**config.mk**
```make
export PLATFORM = sky130hd
export DESIGN_NAME = acg_clock_ctrl
export DESIGN_NICKNAME = d
export VERILOG_FILES = /design/src/verilog/acg_pkg.sv /design/src/verilog/acg_rate_div.sv /design/src/verilog/acg_pulse_sel.sv /design/src/verilog/acg_clock_ctrl.sv
export VERILOG_INCLUDE_DIRS = /design/src /design/src/verilog
export SDC_FILE = /design/constraint.sdc
export NUM_CORES = 1
export LEC_CHECK = 0
export BUFFER_PORTS_ARGS = -buffer_cell sky130_fd_sc_hd__buf_4
export CELL_PAD_IN_SITES_DETAIL_PLACEMENT = 0
export CELL_PAD_IN_SITES_GLOBAL_PLACEMENT = 2
export CORE_MARGIN = 5
export CORE_UTILIZATION = 34
export CTS_CLUSTER_SIZE = 12
export DETAILED_ROUTE_END_ITERATION = 16
export PLACE_DENSITY_LB_ADDON = 0.1
export SYNTH_ARGS = -nofsm -noshare
export SYNTH_HDL_FRONTEND = slang
export SYNTH_SLANG_ARGS = --single-unit
```
**constraint.sdc**
```tcl
create_clock -name core_clk -period 4 [get_ports core_clk]
set_input_delay 0.8 -clock core_clk [delete_from_list [all_inputs] [get_ports core_clk]]
set_output_delay 0.8 -clock core_clk [all_outputs]
set_load 0.005 [all_outputs]
```
**src/verilog/acg_consts.svh**
```systemverilog
// register offsets, field positions, reset values and clock ratios for the audio clock control block
`ifndef ACG_CONSTS_SVH
`define ACG_CONSTS_SVH
`define ACG_OFS_RATE_SEL 16'he220
`define ACG_OFS_GATE_EN 16'he280
`define ACG_RATE_SEL_RESET 16'h0000
`define ACG_GATE_EN_RESET 16'h0000
`define ACG_RATE_SEL_MSB 4
`define ACG_GATE_EN_MSB 8
`define ACG_SRC_SER_IN_FIRST 5'h03
`define ACG_SRC_SER_IN_LAST 5'h0e
`define ACG_SRC_SER_OUT_FIRST 5'h0f
`define ACG_SRC_SER_OUT_LAST 5'h1a
`define ACG_GATE_AUX_CONV 8
`define ACG_GATE_SPDIF_TX 7
`define ACG_GATE_SPDIF_RX 6
`define ACG_GATE_CORE 5
`define ACG_GATE_SRC_HI 4
`define ACG_GATE_SRC_LO 3
`define ACG_GATE_SER_OUT 2
`define ACG_GATE_SER_IN 1
`define ACG_GATE_ROUTING 0
`define ACG_CORE_PER_BASE 3584
`define ACG_CORE_PER_DOUBLE 1792
`define ACG_CORE_PER_QUAD 896
`define ACG_OUT_MULT_LOW 256
`define ACG_OUT_MULT_HIGH 512
`endif

```
**src/verilog/acg_pkg.sv**
```systemverilog
// types shared by the audio clock control block
package acg_pkg;
   typedef enum logic [1:0] {
      ACG_OUT_OFF = 2'h0,
      ACG_OUT_OSC = 2'h1,
      ACG_OUT_X256 = 2'h2,
      ACG_OUT_X512 = 2'h3
   } acg_out_mode_type;
   typedef enum logic [4:0] {
      ACG_SRC_BASE = 5'h00,
      ACG_SRC_DOUBLE = 5'h01,
      ACG_SRC_QUAD = 5'h02,
      ACG_SRC_SPDIF = 5'h1b
   } acg_src_fixed_type;
endpackage : acg_pkg

```
**src/verilog/acg_rate_div.sv**
```systemverilog
// divides the core clock into one-cycle sample pulses at base, double and quad rate
`include "acg_consts.svh"
module acg_rate_div #(
   parameter int PERIOD = `ACG_CORE_PER_BASE
) (
   input wire logic core_clk,
   input wire logic rst_n,
   input wire logic clk_en,
   input wire logic run,
   output logic base_pulse,
   output logic double_pulse,
   output logic quad_pulse
);
   import acg_pkg::*;
   localparam int QUARTER = PERIOD / 4;
   logic [11:0] count_reg;
   logic quarter_hit;

   assign quarter_hit = (count_reg == 12'(QUARTER - 1)) || (count_reg == 12'(2 * QUARTER - 1))
      || (count_reg == 12'(3 * QUARTER - 1)) || (count_reg == 12'(PERIOD - 1));

   always_ff @(posedge core_clk or negedge rst_n) begin
      if (!rst_n) begin
         count_reg <= 12'h000;
      end else if (clk_en) begin
         if (!run || count_reg == 12'(PERIOD - 1)) begin
            count_reg <= 12'h000;
         end else begin
            count_reg <= count_reg + 12'h001;
         end
      end
   end

   always_ff @(posedge core_clk or negedge rst_n) begin
      if (!rst_n) begin
         base_pulse <= 1'b0;
         double_pulse <= 1'b0;
         quad_pulse <= 1'b0;
      end else if (clk_en) begin
         base_pulse <= run && count_reg == 12'(PERIOD - 1);
         double_pulse <= run && (count_reg == 12'(2 * QUARTER - 1) || count_reg == 12'(PERIOD - 1));
         quad_pulse <= run && quarter_hit;
      end
   end
endmodule : acg_rate_div

```
**src/verilog/acg_pulse_sel.sv**
```systemverilog
// synchronises the external frame clocks and picks the start pulse source
`include "acg_consts.svh"
module acg_pulse_sel #(
   parameter int PAIRS = 12
) (
   input wire logic core_clk,
   input wire logic rst_n,
   input wire logic clk_en,
   input wire logic [4:0] source_sel,
   input wire logic base_pulse,
   input wire logic double_pulse,
   input wire logic quad_pulse,
   input wire logic [PAIRS-1:0] ser_in_frame_clk,
   input wire logic [PAIRS-1:0] ser_out_frame_clk,
   input wire logic spdif_frame_clk,
   output logic start_pulse
);
   import acg_pkg::*;
   localparam int NSRC = 2 * PAIRS + 1;
   logic [NSRC-1:0] ext_meta_reg;
   logic [NSRC-1:0] ext_sync_reg;
   logic [NSRC-1:0] ext_last_reg;
   logic [NSRC-1:0] ext_rise;
   logic pick;

   // frame clocks come from pins: two flops, then edge detect on the second
   genvar g;
   generate
      for (g = 0; g < NSRC; g++) begin : g_sync
         logic raw;
         if (g < PAIRS) begin : g_in
            assign raw = ser_in_frame_clk[g];
         end else if (g < 2 * PAIRS) begin : g_out
            assign raw = ser_out_frame_clk[g-PAIRS];
         end else begin : g_sp
            assign raw = spdif_frame_clk;
         end
         always_ff @(posedge core_clk or negedge rst_n) begin
            if (!rst_n) begin
               ext_meta_reg[g] <= 1'b0;
               ext_sync_reg[g] <= 1'b0;
               ext_last_reg[g] <= 1'b0;
            end else if (clk_en) begin
               ext_meta_reg[g] <= raw;
               ext_sync_reg[g] <= ext_meta_reg[g];
               ext_last_reg[g] <= ext_sync_reg[g];
            end
         end
         assign ext_rise[g] = ext_sync_reg[g] & ~ext_last_reg[g];
      end
   endgenerate

   always_comb begin
      pick = 1'b0;
      if (source_sel == ACG_SRC_BASE) begin
         pick = base_pulse;
      end else if (source_sel == ACG_SRC_DOUBLE) begin
         pick = double_pulse;
      end else if (source_sel == ACG_SRC_QUAD) begin
         pick = quad_pulse;
      end else if (source_sel >= `ACG_SRC_SER_IN_FIRST && source_sel <= `ACG_SRC_SER_IN_LAST) begin
         pick = ext_rise[5'(source_sel - `ACG_SRC_SER_IN_FIRST)];
      end else if (source_sel >= `ACG_SRC_SER_OUT_FIRST && source_sel <= `ACG_SRC_SER_OUT_LAST) begin
         pick = ext_rise[5'(source_sel - `ACG_SRC_SER_OUT_FIRST) + 5'(PAIRS)];
      end else if (source_sel == ACG_SRC_SPDIF) begin
         pick = ext_rise[NSRC-1];
      end
      // codes above the receiver code fall through: the core gets no pulse
   end

   always_ff @(posedge core_clk or negedge rst_n) begin
      if (!rst_n) begin
         start_pulse <= 1'b0;
      end else if (clk_en) begin
         start_pulse <= pick;
      end
   end
endmodule : acg_pulse_sel

```
**src/verilog/acg_clock_ctrl.sv**
```systemverilog
// audio clock control: clock output select, core start pulse select and subsystem clock gates
// Functional notes
// - clock output set by select straps latched once after reset: off, oscillator copy, 256x or 512x base rate
// - start pulse launches each core pass and sets the core sample rate
// - source field resets to base rate; 1 picks double, 2 picks quad rate
// - codes 3 to 14 pick serial input frame clocks of pairs 0 to 11
// - codes 15 to 26 pick serial output frame clocks of pairs 0 to 11
// - code 27 picks the receiver's recovered frame clock
// - codes 28 to 31 give no start pulse; core stays idle
// - core clock is 3584 base periods; double gives 1792, quad 896 per sample
// - each enable bit gates one subsystem clock; all reset to zero
// - enable bit map: 8 aux, 7 tx, 6 rx, 5 core, 4/3 converters, 2/1 serial, 0 routing
`include "acg_consts.svh"
module acg_clock_ctrl #(
   parameter int PAIRS = 12,
   parameter int CORE_PERIOD = `ACG_CORE_PER_BASE
) (
   input wire logic core_clk,
   input wire logic rst_n,
   input wire logic clk_en,
   input wire logic reg_wr,
   input wire logic reg_rd,
   input wire logic [15:0] reg_addr,
   input wire logic [15:0] reg_wdata,
   output logic [15:0] reg_rdata,
   output logic reg_rvalid,
   input wire logic clock_output_select_hi,
   input wire logic clock_output_select_lo,
   input wire logic osc_clk_in,
   input wire logic x256_clk_in,
   input wire logic x512_clk_in,
   input wire logic [PAIRS-1:0] ser_in_frame_clk,
   input wire logic [PAIRS-1:0] ser_out_frame_clk,
   input wire logic spdif_frame_clk,
   output logic clock_output_pin,
   output logic clock_output_pin_oe,
   output logic core_start_pulse,
   output logic [8:0] subsystem_clk_en,
   output logic [1:0] clock_output_mode
);
   import acg_pkg::*;
   logic rst_meta_reg;
   logic rst_sync_n;
   logic [1:0] strap_meta_reg;
   logic [1:0] strap_sync_reg;
   logic [2:0] clk_meta_reg;
   logic [2:0] clk_sync_reg;
   logic [`ACG_RATE_SEL_MSB:0] rate_sel_reg;
   logic [`ACG_GATE_EN_MSB:0] gate_en_reg;
   logic [1:0] out_mode_reg;
   logic strap_taken_reg;
   logic [1:0] strap_fill_reg;
   logic base_pulse;
   logic double_pulse;
   logic quad_pulse;
   logic core_run;

   // reset released through two flops
   always_ff @(posedge core_clk or negedge rst_n) begin
      if (!rst_n) begin
         rst_meta_reg <= 1'b0;
         rst_sync_n <= 1'b0;
      end else begin
         rst_meta_reg <= 1'b1;
         rst_sync_n <= rst_meta_reg;
      end
   end

   // strap pins and the reference clocks are asynchronous: two flops each
   always_ff @(posedge core_clk or negedge rst_sync_n) begin
      if (!rst_sync_n) begin
         strap_meta_reg <= 2'h0;
         strap_sync_reg <= 2'h0;
         clk_meta_reg <= 3'h0;
         clk_sync_reg <= 3'h0;
      end else if (clk_en) begin
         strap_meta_reg <= {clock_output_select_hi, clock_output_select_lo};
         strap_sync_reg <= strap_meta_reg;
         clk_meta_reg <= {x512_clk_in, x256_clk_in, osc_clk_in};
         clk_sync_reg <= clk_meta_reg;
      end
   end

   // straps latched once, only after the two-flop copy has filled; taking it earlier would always latch off
   always_ff @(posedge core_clk or negedge rst_sync_n) begin
      if (!rst_sync_n) begin
         out_mode_reg <= ACG_OUT_OFF;
         strap_fill_reg <= 2'h0;
         strap_taken_reg <= 1'b0;
      end else if (clk_en) begin
         strap_fill_reg <= {strap_fill_reg[0], 1'b1};
         if (strap_fill_reg[1] && !strap_taken_reg) begin
            out_mode_reg <= strap_sync_reg;
            strap_taken_reg <= 1'b1;
         end
      end
   end

   always_ff @(posedge core_clk or negedge rst_sync_n) begin
      if (!rst_sync_n) begin
         clock_output_pin <= 1'b0;
         clock_output_pin_oe <= 1'b0;
      end else if (clk_en) begin
         unique case (out_mode_reg)
            ACG_OUT_OFF: begin
               clock_output_pin <= 1'b0;
               clock_output_pin_oe <= 1'b0;
            end
            ACG_OUT_OSC: begin
               clock_output_pin <= clk_sync_reg[0];
               clock_output_pin_oe <= 1'b1;
            end
            ACG_OUT_X256: begin
               clock_output_pin <= clk_sync_reg[1];
               clock_output_pin_oe <= 1'b1;
            end
            ACG_OUT_X512: begin
               clock_output_pin <= clk_sync_reg[2];
               clock_output_pin_oe <= 1'b1;
            end
         endcase
      end
   end

   assign clock_output_mode = out_mode_reg;

   // register writes; reserved bits are not stored
   always_ff @(posedge core_clk or negedge rst_sync_n) begin
      if (!rst_sync_n) begin
         rate_sel_reg <= 5'(`ACG_RATE_SEL_RESET);
      end else if (clk_en && reg_wr && reg_addr == `ACG_OFS_RATE_SEL) begin
         rate_sel_reg <= reg_wdata[`ACG_RATE_SEL_MSB:0];
      end
   end

   always_ff @(posedge core_clk or negedge rst_sync_n) begin
      if (!rst_sync_n) begin
         gate_en_reg <= 9'(`ACG_GATE_EN_RESET);
      end else if (clk_en && reg_wr && reg_addr == `ACG_OFS_GATE_EN) begin
         gate_en_reg <= reg_wdata[`ACG_GATE_EN_MSB:0];
      end
   end

   // read data registered one cycle after the strobe; unmapped reads return zero
   always_ff @(posedge core_clk or negedge rst_sync_n) begin
      if (!rst_sync_n) begin
         reg_rdata <= 16'h0000;
         reg_rvalid <= 1'b0;
      end else if (clk_en) begin
         reg_rvalid <= reg_rd;
         if (reg_rd && reg_addr == `ACG_OFS_RATE_SEL) begin
            reg_rdata <= {11'h000, rate_sel_reg};
         end else if (reg_rd && reg_addr == `ACG_OFS_GATE_EN) begin
            reg_rdata <= {7'h00, gate_en_reg};
         end else begin
            reg_rdata <= 16'h0000;
         end
      end
   end

   // gate outputs come straight from the enable flops, bit for bit
   assign subsystem_clk_en = gate_en_reg;

   // dividers only run while the core clock is passed, saving power otherwise
   assign core_run = gate_en_reg[`ACG_GATE_CORE];

   acg_rate_div #(
      .PERIOD(CORE_PERIOD)
   ) u_div (
      .core_clk(core_clk),
      .rst_n(rst_sync_n),
      .clk_en(clk_en),
      .run(core_run),
      .base_pulse(base_pulse),
      .double_pulse(double_pulse),
      .quad_pulse(quad_pulse)
   );

   acg_pulse_sel #(
      .PAIRS(PAIRS)
   ) u_sel (
      .core_clk(core_clk),
      .rst_n(rst_sync_n),
      .clk_en(clk_en),
      .source_sel(rate_sel_reg),
      .base_pulse(base_pulse),
      .double_pulse(double_pulse),
      .quad_pulse(quad_pulse),
      .ser_in_frame_clk(ser_in_frame_clk),
      .ser_out_frame_clk(ser_out_frame_clk),
      .spdif_frame_clk(spdif_frame_clk),
      .start_pulse(core_start_pulse)
   );
endmodule : acg_clock_ctrl

```
Word-level counts from Yosys, hierarchy flattened
Cells that the tools add are included.

storage, ports and cells
  flip-flop bits (word level) = 141
  word-level logic and storage cells = 204

cells by class
  order comparisons = 6
  add/subtract/negate cells = 4
  equal/unequal tests = 12
  bitwise operators = 50
  reduce and logical (&&, ||, !) cells = 22
  multiplexer cells = 15

operators by type and width
  operator                                                                          number
  16-bit == test, second input constant                                             2
  1-bit AND                                                                         25
  1-bit NOT                                                                         25
  12-bit == test, second input constant                                             2
  16-bit two-way mux                                                                1
  12-bit by 1-bit adder with 12-bit output, second input constant                   1
  12-bit by 10-bit == test with 1-bit output, second input constant                 1
  12-bit by 11-bit == test with 1-bit output, second input constant                 1
  5-bit by 6-bit < comparator with 1-bit output, second input constant              2
  12-bit two-way mux                                                                1
  1-bit logical AND                                                                 11
  1-bit binary-select mux with 5-bit select                                         2
  9-bit two-way mux                                                                 1
  1-bit two-way mux                                                                 8
  5-bit by 4-bit adder with 5-bit output, second input constant                     1
  5-bit by 1-bit == test with 1-bit output, second input constant                   1
  5-bit by 2-bit == test with 1-bit output, second input constant                   1
  5-bit == test, second input constant                                              1
  5-bit by 2-bit >= comparator with 1-bit output, second input constant             1
  5-bit by 4-bit >= comparator with 1-bit output, second input constant             1
  5-bit by 4-bit less-or-equal comparator with 1-bit output, second input constant  1
  5-bit less-or-equal comparator, second input constant                             1
  5-bit zero test                                                                   1
  1-bit logical OR                                                                  5
  other kinds (10)                                                                  12

Depth between registers and ports, before layout
Gate-level depths: netlist of run 1.

  depth in word-level cells = 9
  depth in mapped cells = 9
  gate-level depth less buffers = 8

Cells and area by module
From an unflattened synthesis of run 1, not the netlist that was laid out.

unflattened totals
  cells, all modules = 461
  area total of the unflattened synthesis = 6,068.3 sq um

modules (own cells, without submodules)
  module          times used  cells an instance  sequential area each (sq um)  area an instance (sq um)
  acg_pulse_sel   1           250                1,901.8                       3,362.0
  acg_clock_ctrl  1           125                1,076.0                       1,783.0
  acg_rate_div    1           86                 375.4                         923.4

Worst setup path after synthesis of run 1
Ideal clock, no wire load.

  path kind = input port to flip-flop
  start point = input reg_addr[1]
  end point = register gate_en_reg[0] (netlist: subsystem_clk_en[0])
  setup time = 125 ps
  slack = 1,731 ps
  arrival time = 2,144 ps
  cell stages on the path = 6
  cell sequence = nor4_1 > nand4_1 > nor3b_1 > and3_1 > buf_4 > mux2_2

on the way
  word-level cells in the longest chain between the ends = 2

ends and longest elaborated chain
  what                                RTL line               text
  start, declared                     acg_clock_ctrl.sv:23   input wire logic [15:0] reg_addr,
  16-bit == test (no source line)     n/a
  1-bit logical AND (no source line)  n/a
  end signal, assigned                acg_clock_ctrl.sv:138  gate_en_reg <= 9'(`ACG_GATE_EN_RESET);
  end signal, assigned                acg_clock_ctrl.sv:140  gate_en_reg <= reg_wdata[`ACG_GATE_EN_MSB:0];
  end, declared                       acg_clock_ctrl.sv:49   logic [`ACG_GATE_EN_MSB:0] gate_en_reg;

No other way between the ends.
A chain may end at the register's enable or synchronous reset.

Worst setup path in the final report of run 1
  start point = register rate_sel_reg[0]
  end point = register u_sel.start_pulse

on the way
  word-level cells in the longest chain between the ends = 9

ends and longest elaborated chain
  what                                                          RTL line               text
  start, declared                                               acg_clock_ctrl.sv:48   logic [`ACG_RATE_SEL_MSB:0] rate_sel_reg;
  start signal, assigned                                        acg_clock_ctrl.sv:130  rate_sel_reg <= 5'(`ACG_RATE_SEL_RESET);
  start signal, assigned                                        acg_clock_ctrl.sv:132  rate_sel_reg <= reg_wdata[`ACG_RATE_SEL_MSB:0];
  5-bit by 4-bit subtractor with 5-bit output (no source line)  n/a
  5-bit by 4-bit adder with 5-bit output                        acg_pulse_sel.sv:64    pick = ext_rise[5'(source_sel - `ACG_SRC_SER_OUT_FIRST) + 5'(PAIRS)];
  1-bit binary-select mux with 5-bit select                     acg_pulse_sel.sv:64
  1-bit two-way mux                                             acg_pulse_sel.sv:64
  1-bit two-way mux                                             acg_pulse_sel.sv:63    end else if (source_sel >= `ACG_SRC_SER_OUT_FIRST && source_sel <= `ACG_SRC_SER_OUT_LAST) begin
  1-bit two-way mux                                             acg_pulse_sel.sv:61    end else if (source_sel >= `ACG_SRC_SER_IN_FIRST && source_sel <= `ACG_SRC_SER_IN_LAST) begin
  1-bit two-way mux                                             acg_pulse_sel.sv:59    end else if (source_sel == ACG_SRC_QUAD) begin
  1-bit two-way mux                                             acg_pulse_sel.sv:57    end else if (source_sel == ACG_SRC_DOUBLE) begin
  1-bit two-way mux *                                           acg_pulse_sel.sv:55    if (source_sel == ACG_SRC_BASE) begin
  end signal, assigned                                          acg_pulse_sel.sv:75    start_pulse <= pick;
  end, declared                                                 acg_pulse_sel.sv:16    output logic start_pulse

Every way passes the cells marked *; elsewhere a longest branch is shown, timed or not. The select of a mux whose other input is x is not followed.

==> summary.txt, run 1 <==
Run status
  – Status: completed

Global route
  – Pin count of the biggest net entering global routing: 79
  – GRT Util Overall: 12.42%
  – Initial antenna violation count: 0
  – Total grt overflow: 0
  – First-pass GRT wire length: 19430 um
  – Vias in the first global route: 3769

Worst setup path
  – Worst Setup End Kind: flip-flop
  – Critical Path Source Type: flip-flop
  – Reg2reg start: rate_sel_reg[0]
  – CP max stage delay: 530 ps
  – Cell Chain, Critical Path: ha_1, xnor2_1, o221ai_1, a21oi_1, a311oi_1, a2111oi_1, o21ai_1
  – Crit Path Max Fanout: 14
  – Worst Reg-to-Reg Cells: 7
  – Worst R2R End: u_sel.start_pulse
  – Crit Path Category: reg2reg
  – CP arrival: 2850 ps
  – CP Data Required Time: 4280 ps
  – Slowest CP cell: dfrtp_1
  – Flop2flop setup slack: 1440 ps

Clocking
  – Cts repair resizes: 0
  – CTS clock-pin slew for the worst setup and hold paths: 50 ps
  – Htree depth: 4
  – Worst skew pair latency: 410 ps
  – CTS tree: done
  – Clock sinks: 134
  – Post-CTS Setup Inserts: 0
  – Clock tree buffer depth: 2
  – Clock root cell: clkbuf_16
  – Hold buffers post-CTS: 0
  – Number of buffers created by CTS: 17

Route
  – 1st-iter DRT viols: 140
  – Via count: 3710
  – WL final: 11830 um
  – Drt pass-1 iters: 4
  – Routed wire per std cell: 15.36 um
  – Drt drc: 0
  – Remaining antenna violation count: 0
  – Drt via density: 4.818

Yosys
  – Synth Instances: 455
  – Synth warn: 0
  – Cell taking the most area after synthesis: dfrtp_1
  – Sequential area share after synthesis: 58.02%
  – Area contributors post-synth: dfrtp_1, mux2_2, nand2_1
  – Flop and latch count out of synthesis: 134
  – Post-synthesis mux area share: 19.07%
  – Count leader, synth: dfrtp_1
  – Mapped cell area: 0.005779 mm2
  – Synth Area in Adders: 1.082%
  – Top cells by count, synth: dfrtp_1, mux2_2, nand2_1, nor2_1, o21ai_0
  – Syn Area/Cell: 12.70 um2
  – Post-synth cell types: 51
  – Fraction of registers with async set/reset: 100.0%
  – Yosys top cell area share: 58.02%
  – Post-Synth Simple-Gate Area: 8.508%
  – Main synth FF type: dfrtp_1
  – Post-synth EDFFs: 0
  – Post-Synth XOR/XNOR Area: 2.100%
  – Compound-gate portion of the synthesized area: 7.599%
  – Main combinational cell family by area after synthesis: multiplexers

Timing
  – Max Slew Vio Count: 0
  – Slew HR: 49.81%
  – Clock Skew: 4.602 ps
  – Peak Freq: 390.2 MHz
  – Final setup vio count: 0
  – Crit share post-route: 64.07%
  – RSZ-0062 raised after global routing: false
  – Setup TNS: 0 ps
  – Final min period: 2563 ps
  – Tightest Pin Transition: 752.8 ps
  – Final hold vios: 0

Power and ir drop
  – Switching power of the nets: 759.5 uW
  – VDD IR max: 0.0002904 V
  – Sequential share of power: 46.8%
  – Combinational share of power: 9.1%
  – Sw Ratio: 22.41%
  – Clk pwr share: 44.1%
  – Pint: 2629 uW
  – P_leak: 0.003210 uW
  – PwrDens: 473.5 mW/mm2

Run
  – Max cap viols: 0

Floorplanning
  – Initial cell density of the core: 34.73%
  – Die area: 0.01971 mm2
  – Row count: 47
  – Die H: 140.4 um
  – Ports: 98
  – Die W: 140.4 um
  – Core area: 0.01664 mm2

Finish
  – Multi-input logic area: 0.002247 mm2
  – Layout cell share with drive strength beyond 1: 39.27%
  – Diodes inserted: 0
  – Synth-to-Final Area Change: 23.84%
  – Fill cells: 1627
  – Final net count: 610
  – Register area: 0.003357 mm2
  – Final Util: 43.00%

Place
  – Port-buffer cells: 83
  – Detail Placement HPWL: 8064 um
  – Global placer's final weighted congestion: 0.7649

Min path
  – Hold Crit Class: in2async
[layer usage]
layer	part of all wire [%]	vias up	track usage, %	wire (um)
met4	1.6	0	4.895	194
met5	0	-	0	0
met2	45	87	18.85	5382
li1	-	1766	-	-
met1	48	1842	16.83	5646
met3	5.1	15	3.511	606
[kinds of logic (layout without fill, tap and decap cells)]
| logic type | count (synthesis) | after routing |
|---|---|---|
| buffers and inverters | 41 | 130 |
| DFF | 134 | 134 |
| other | 2 | 8 |
| AOI/OAI and AO/OA | 63 | 63 |
| and+or+nand+nor | 99 | 99 |
| xor gates and xnor gates | 13 | 13 |
| adders and majority gates | 5 | 5 |
| muxes | 98 | 98 |
[final cells by class]
class | instances | area share (%)
well taps | 220 | 3.846
clock buffers | 22 | 6.486
multi-input cells | 286 | 31.40
clock inverters | 9 | 1.434
inverters | 12 | 0.6294
flip-flops and latches | 134 | 46.91
repair buffers | 87 | 9.301
[power groups by stage]
stage | Clock (uW) | Combinational (uW) | Sequential [uW]
6_report | 1490 | 309 | 1590
4_1_cts | 1550 | 318 | 1590
3_3_place_gp | 0 | 309 | 1610
5_1_grt | 1600 | 347 | 1610
3_5_place_dp | 0 | 316 | 1610
2_1_floorplan | 0 | 203 | 1590
[how the worst max path moves through the flow]
stage          slack, ps  cells past startpoint                  end            start
2_1_floorplan       1730                      6  subsystem_clk_en[0]      reg_addr[1]
3_3_place_gp        1190                      6  subsystem_clk_en[6]      reg_addr[1]
3_5_place_dp        1140                      6  subsystem_clk_en[6]      reg_addr[1]
4_1_cts             1370                      7    u_sel.start_pulse  rate_sel_reg[0]
5_1_grt             1130                      7    u_sel.start_pulse  rate_sel_reg[0]
6_report            1440                      7    u_sel.start_pulse  rate_sel_reg[0]
[cell usage in the layout (no fill, tap or decap), types with 3 or more instances in the layout]
cell type / Yosys / final
a21oi_1: 11 / 11
inv_1: 12 / 12
o21ai_0: 16 / 16
xor2_1: 7 / 7
nand2_1: 31 / 31
clkbuf_1: 12 / 3
and3_1: 4 / 4
xnor2_1: 5 / 5
nor2_1: 27 / 27
clkinvlp_4: 0 / 3
nand3_1: 6 / 6
or3_1: 3 / 3
clkinv_2: 0 / 4
o221ai_1: 6 / 6
nand2b_1: 6 / 6
nor3_1: 3 / 3
o32ai_1: 4 / 4
a221oi_1: 6 / 6
mux2_2: 97 / 97
buf_4: 11 / 86
conb_1: 2 / 8
nand4_1: 4 / 4
o211ai_1: 3 / 3
ha_1: 5 / 5
a22o_1: 3 / 3
dfrtp_1: 134 / 133
clkbuf_16: 0 / 17
[worst max-delay path: cells and delay by family, from the launching register on]
kind | cells | cell delay, ps
AOI/OAI and AO/OA | 5 | 1040
DFF | 1 | 530
adders and majority gates | 1 | 380
xor gates and xnor gates | 1 | 480
[metrics by stage]
step / hold WS [ps] / total power [uW] / cells / cell area [um2] / setup WS, ps
2_1_floorplan: 331.1 / 1796 / 461 / 5803 / 1731
3_3_place_gp: 335.1 / 1917 / 739 / 6590 / 1189
3_5_place_dp: 338.9 / 1929 / 739 / 6590 / 1143
4_1_cts: 139.5 / 3454 / 770 / 7157 / 1366
5_1_grt: 141.8 / 3552 / 770 / 7157 / 1130
6_report: 159.4 / 3389 / 770 / 7157 / 1437
Note: power is estimated with default switching activity, not from simulation.
==> run 2, diff against run 1 <==
--- a/config.mk
+++ b/config.mk
@@ -10,7 +10,7 @@
 export CELL_PAD_IN_SITES_DETAIL_PLACEMENT = 0
 export CELL_PAD_IN_SITES_GLOBAL_PLACEMENT = 2
 export CORE_MARGIN = 5
-export CORE_UTILIZATION = 34
+export CORE_UTILIZATION = 38
 export CTS_CLUSTER_SIZE = 12
 export DETAILED_ROUTE_END_ITERATION = 16
 export PLACE_DENSITY_LB_ADDON = 0.1
==> constraint.sdc (replaced) <==
create_clock -name core_clk -period 2.4 [get_ports core_clk]
set_input_delay 0.48 -clock core_clk [delete_from_list [all_inputs] [get_ports core_clk]]
set_output_delay 0.48 -clock core_clk [all_outputs]
set_load 0.005 [all_outputs]
==> summary.txt, run 2 (same netlist as run 1, synthesis figures left out) <==
Power and ir drop
  – VDD IR max: 0.0004649 V
  – P_leak: 0.003290 uW
  – Final Power: 5841 uW
  – PwrDens: 801.3 mW/mm2

Min path
  – Hold depth: 3
  – Hold Crit Class: in2reg

Worst setup path
  – CP max stage delay: 510 ps
  – Worst Setup End Kind: flip-flop
  – Crit Path Max Fanout: 10
  – Slowest CP cell: ha_1
  – Worst Reg-to-Reg Cells: 7
  – Critical Path Source Type: flip-flop
  – Flop2flop setup slack: 280 ps
  – Crit Path Category: reg2reg
  – Cell Chain, Critical Path: inv_1, ha_1, o221ai_1, o311ai_0, a221oi_1, a2111oi_2, o21ai_1
  – CP Data Required Time: 2690 ps
  – CP arrival: 2410 ps

Clocking
  – Htree depth: 4
  – Post-CTS Setup Inserts: 0
  – Clock sinks: 134
  – Clock root cell: clkbuf_16
  – CTS tree: done
  – Number of buffers created by CTS: 17
  – CTS clock-pin slew for the worst setup and hold paths: 60 ps
  – Clock tree buffer depth: 2
  – Worst skew pair latency: 420 ps

Timing
  – Final setup vio count: 0
  – Min Hold Slack: 276.4 ps
  – Max Slew Vio Count: 0
  – Crit share post-route: 88.39%
  – Tightest Pin Transition: 712.2 ps
  – Clock Skew: 8.349 ps
  – Setup WS post-layout: 278.7 ps
  – RSZ-0062 raised after global routing: false
  – Final hold vios: 0
  – Final min period: 2121 ps
  – Slew HR: 52.52%
  – Peak Freq: 471.4 MHz
  – Setup TNS: 0 ps

Place
  – Detail Placement HPWL: 7977 um
  – Port-buffer cells: 83
  – Global placer's final weighted congestion: 0.7450
  – Post-Place Setup Slack: 165.4 ps

Floorplanning
  – Die W: 133.3 um
  – Die area: 0.01778 mm2
  – Row count: 45
  – Die H: 133.3 um
  – Core area: 0.01503 mm2
  – Ports: 98
  – Initial cell density of the core: 38.44%

Finish
  – Layout cell share with drive strength beyond 1: 41.00%
  – Commonest non-fill, non-tap cell in the layout: dfrtp_1
  – Final net count: 620
  – Final Util: 48.49%
  – Commonest cells after routing, fill and taps aside: dfrtp_1, mux2_2, buf_4
  – Synth-to-Final Area Change: 26.13%
  – Diodes inserted: 0

Global route
  – GRT Util Overall: 14.21%
  – Pin count of the biggest net entering global routing: 77
  – Total grt overflow: 0
  – Vias in the first global route: 3942
  – Initial antenna violation count: 0
  – First-pass GRT wire length: 20100 um

Route
  – Drt pass-1 iters: 5
  – 1st-iter DRT viols: 194
  – Drt via density: 5.039
  – WL final: 11530 um
  – Drt drc: 0
  – Routed wire per std cell: 15.39 um
  – Via count: 3774
  – Remaining antenna violation count: 0

Run
  – Max cap viols: 0

Run status
  – Status: completed
[run 2: cell count changes in the layout (fill, tap and decap cells not counted)]
cell and delta:
a2111oi_1 -1, a2111oi_2 +1, buf_12 +3, buf_4 +6
bufinv_16 +1, clkbuf_1 -2, clkbuf_8 -1, clkinv_2 -4
clkinv_4 +5, dlygate4sd3_1 +1, ha_1 -1, ha_2 +1
inv_6 +2
[run 2: worst paths after layout]
path	start	endpoint
max	rate_sel_reg[0]	u_sel.start_pulse
min	reg_wdata[0]	rate_sel_reg[0]
max reg2reg	rate_sel_reg[0]	u_sel.start_pulse
min reg2reg	rst_meta_reg	rst_sync_n
max in group asynchronous	rst_sync_n	u_sel.ext_meta_reg[1]
min in group asynchronous	rst_n	rst_sync_n
[run 2: critical path, delay by kind of cell, from the launching register on]
kind,cells,cell delay (ps)
AOI/OAI and AO/OA,5,930
adders and majority gates,1,510
buffers and inverters,1,110
DFF,1,430
[run 2: cell type report]
cell class	count	area, um2
fill	1368	7744
sequential	134	3357
multi-input combinational	286	2255
timing repair buffer	97	780.7
clock buffer	19	442.9
tap	188	235.2
clock inverter	13	173.9
inverter	12	45.04
[run 2: through the flow]
stage / instances / area (um2)
2_1_floorplan: 461 / 5803
5_1_grt: 749 / 7289
6_report: 749 / 7289
3_5_place_dp: 716 / 6655
4_1_cts: 749 / 7282
3_3_place_gp: 716 / 6655
[run 2: metal layers]
metal | vias to the layer above | global-route usage, % | routed length [um]
met5 | - | 0 | 0
met4 | 0 | 5.486 | 173
met3 | 16 | 4.985 | 575
met2 | 90 | 20.99 | 5266
met1 | 1865 | 19.27 | 5512
li1 | 1803 | - | -
[run 2: timing repair]
| item | in CTS | in global routing |
|---|---|---|
| resized for setup | 0 | 2 |
| endpoints found under the setup margin | 0 | 1 |
| hold buffers | 1 | 0 |
| hold endpoints to repair | 2 | 0 |
[run 2: power by group]
group          internal, uW  switching, uW
registers              2490            151
logic                   332            199
clock network          1670            994
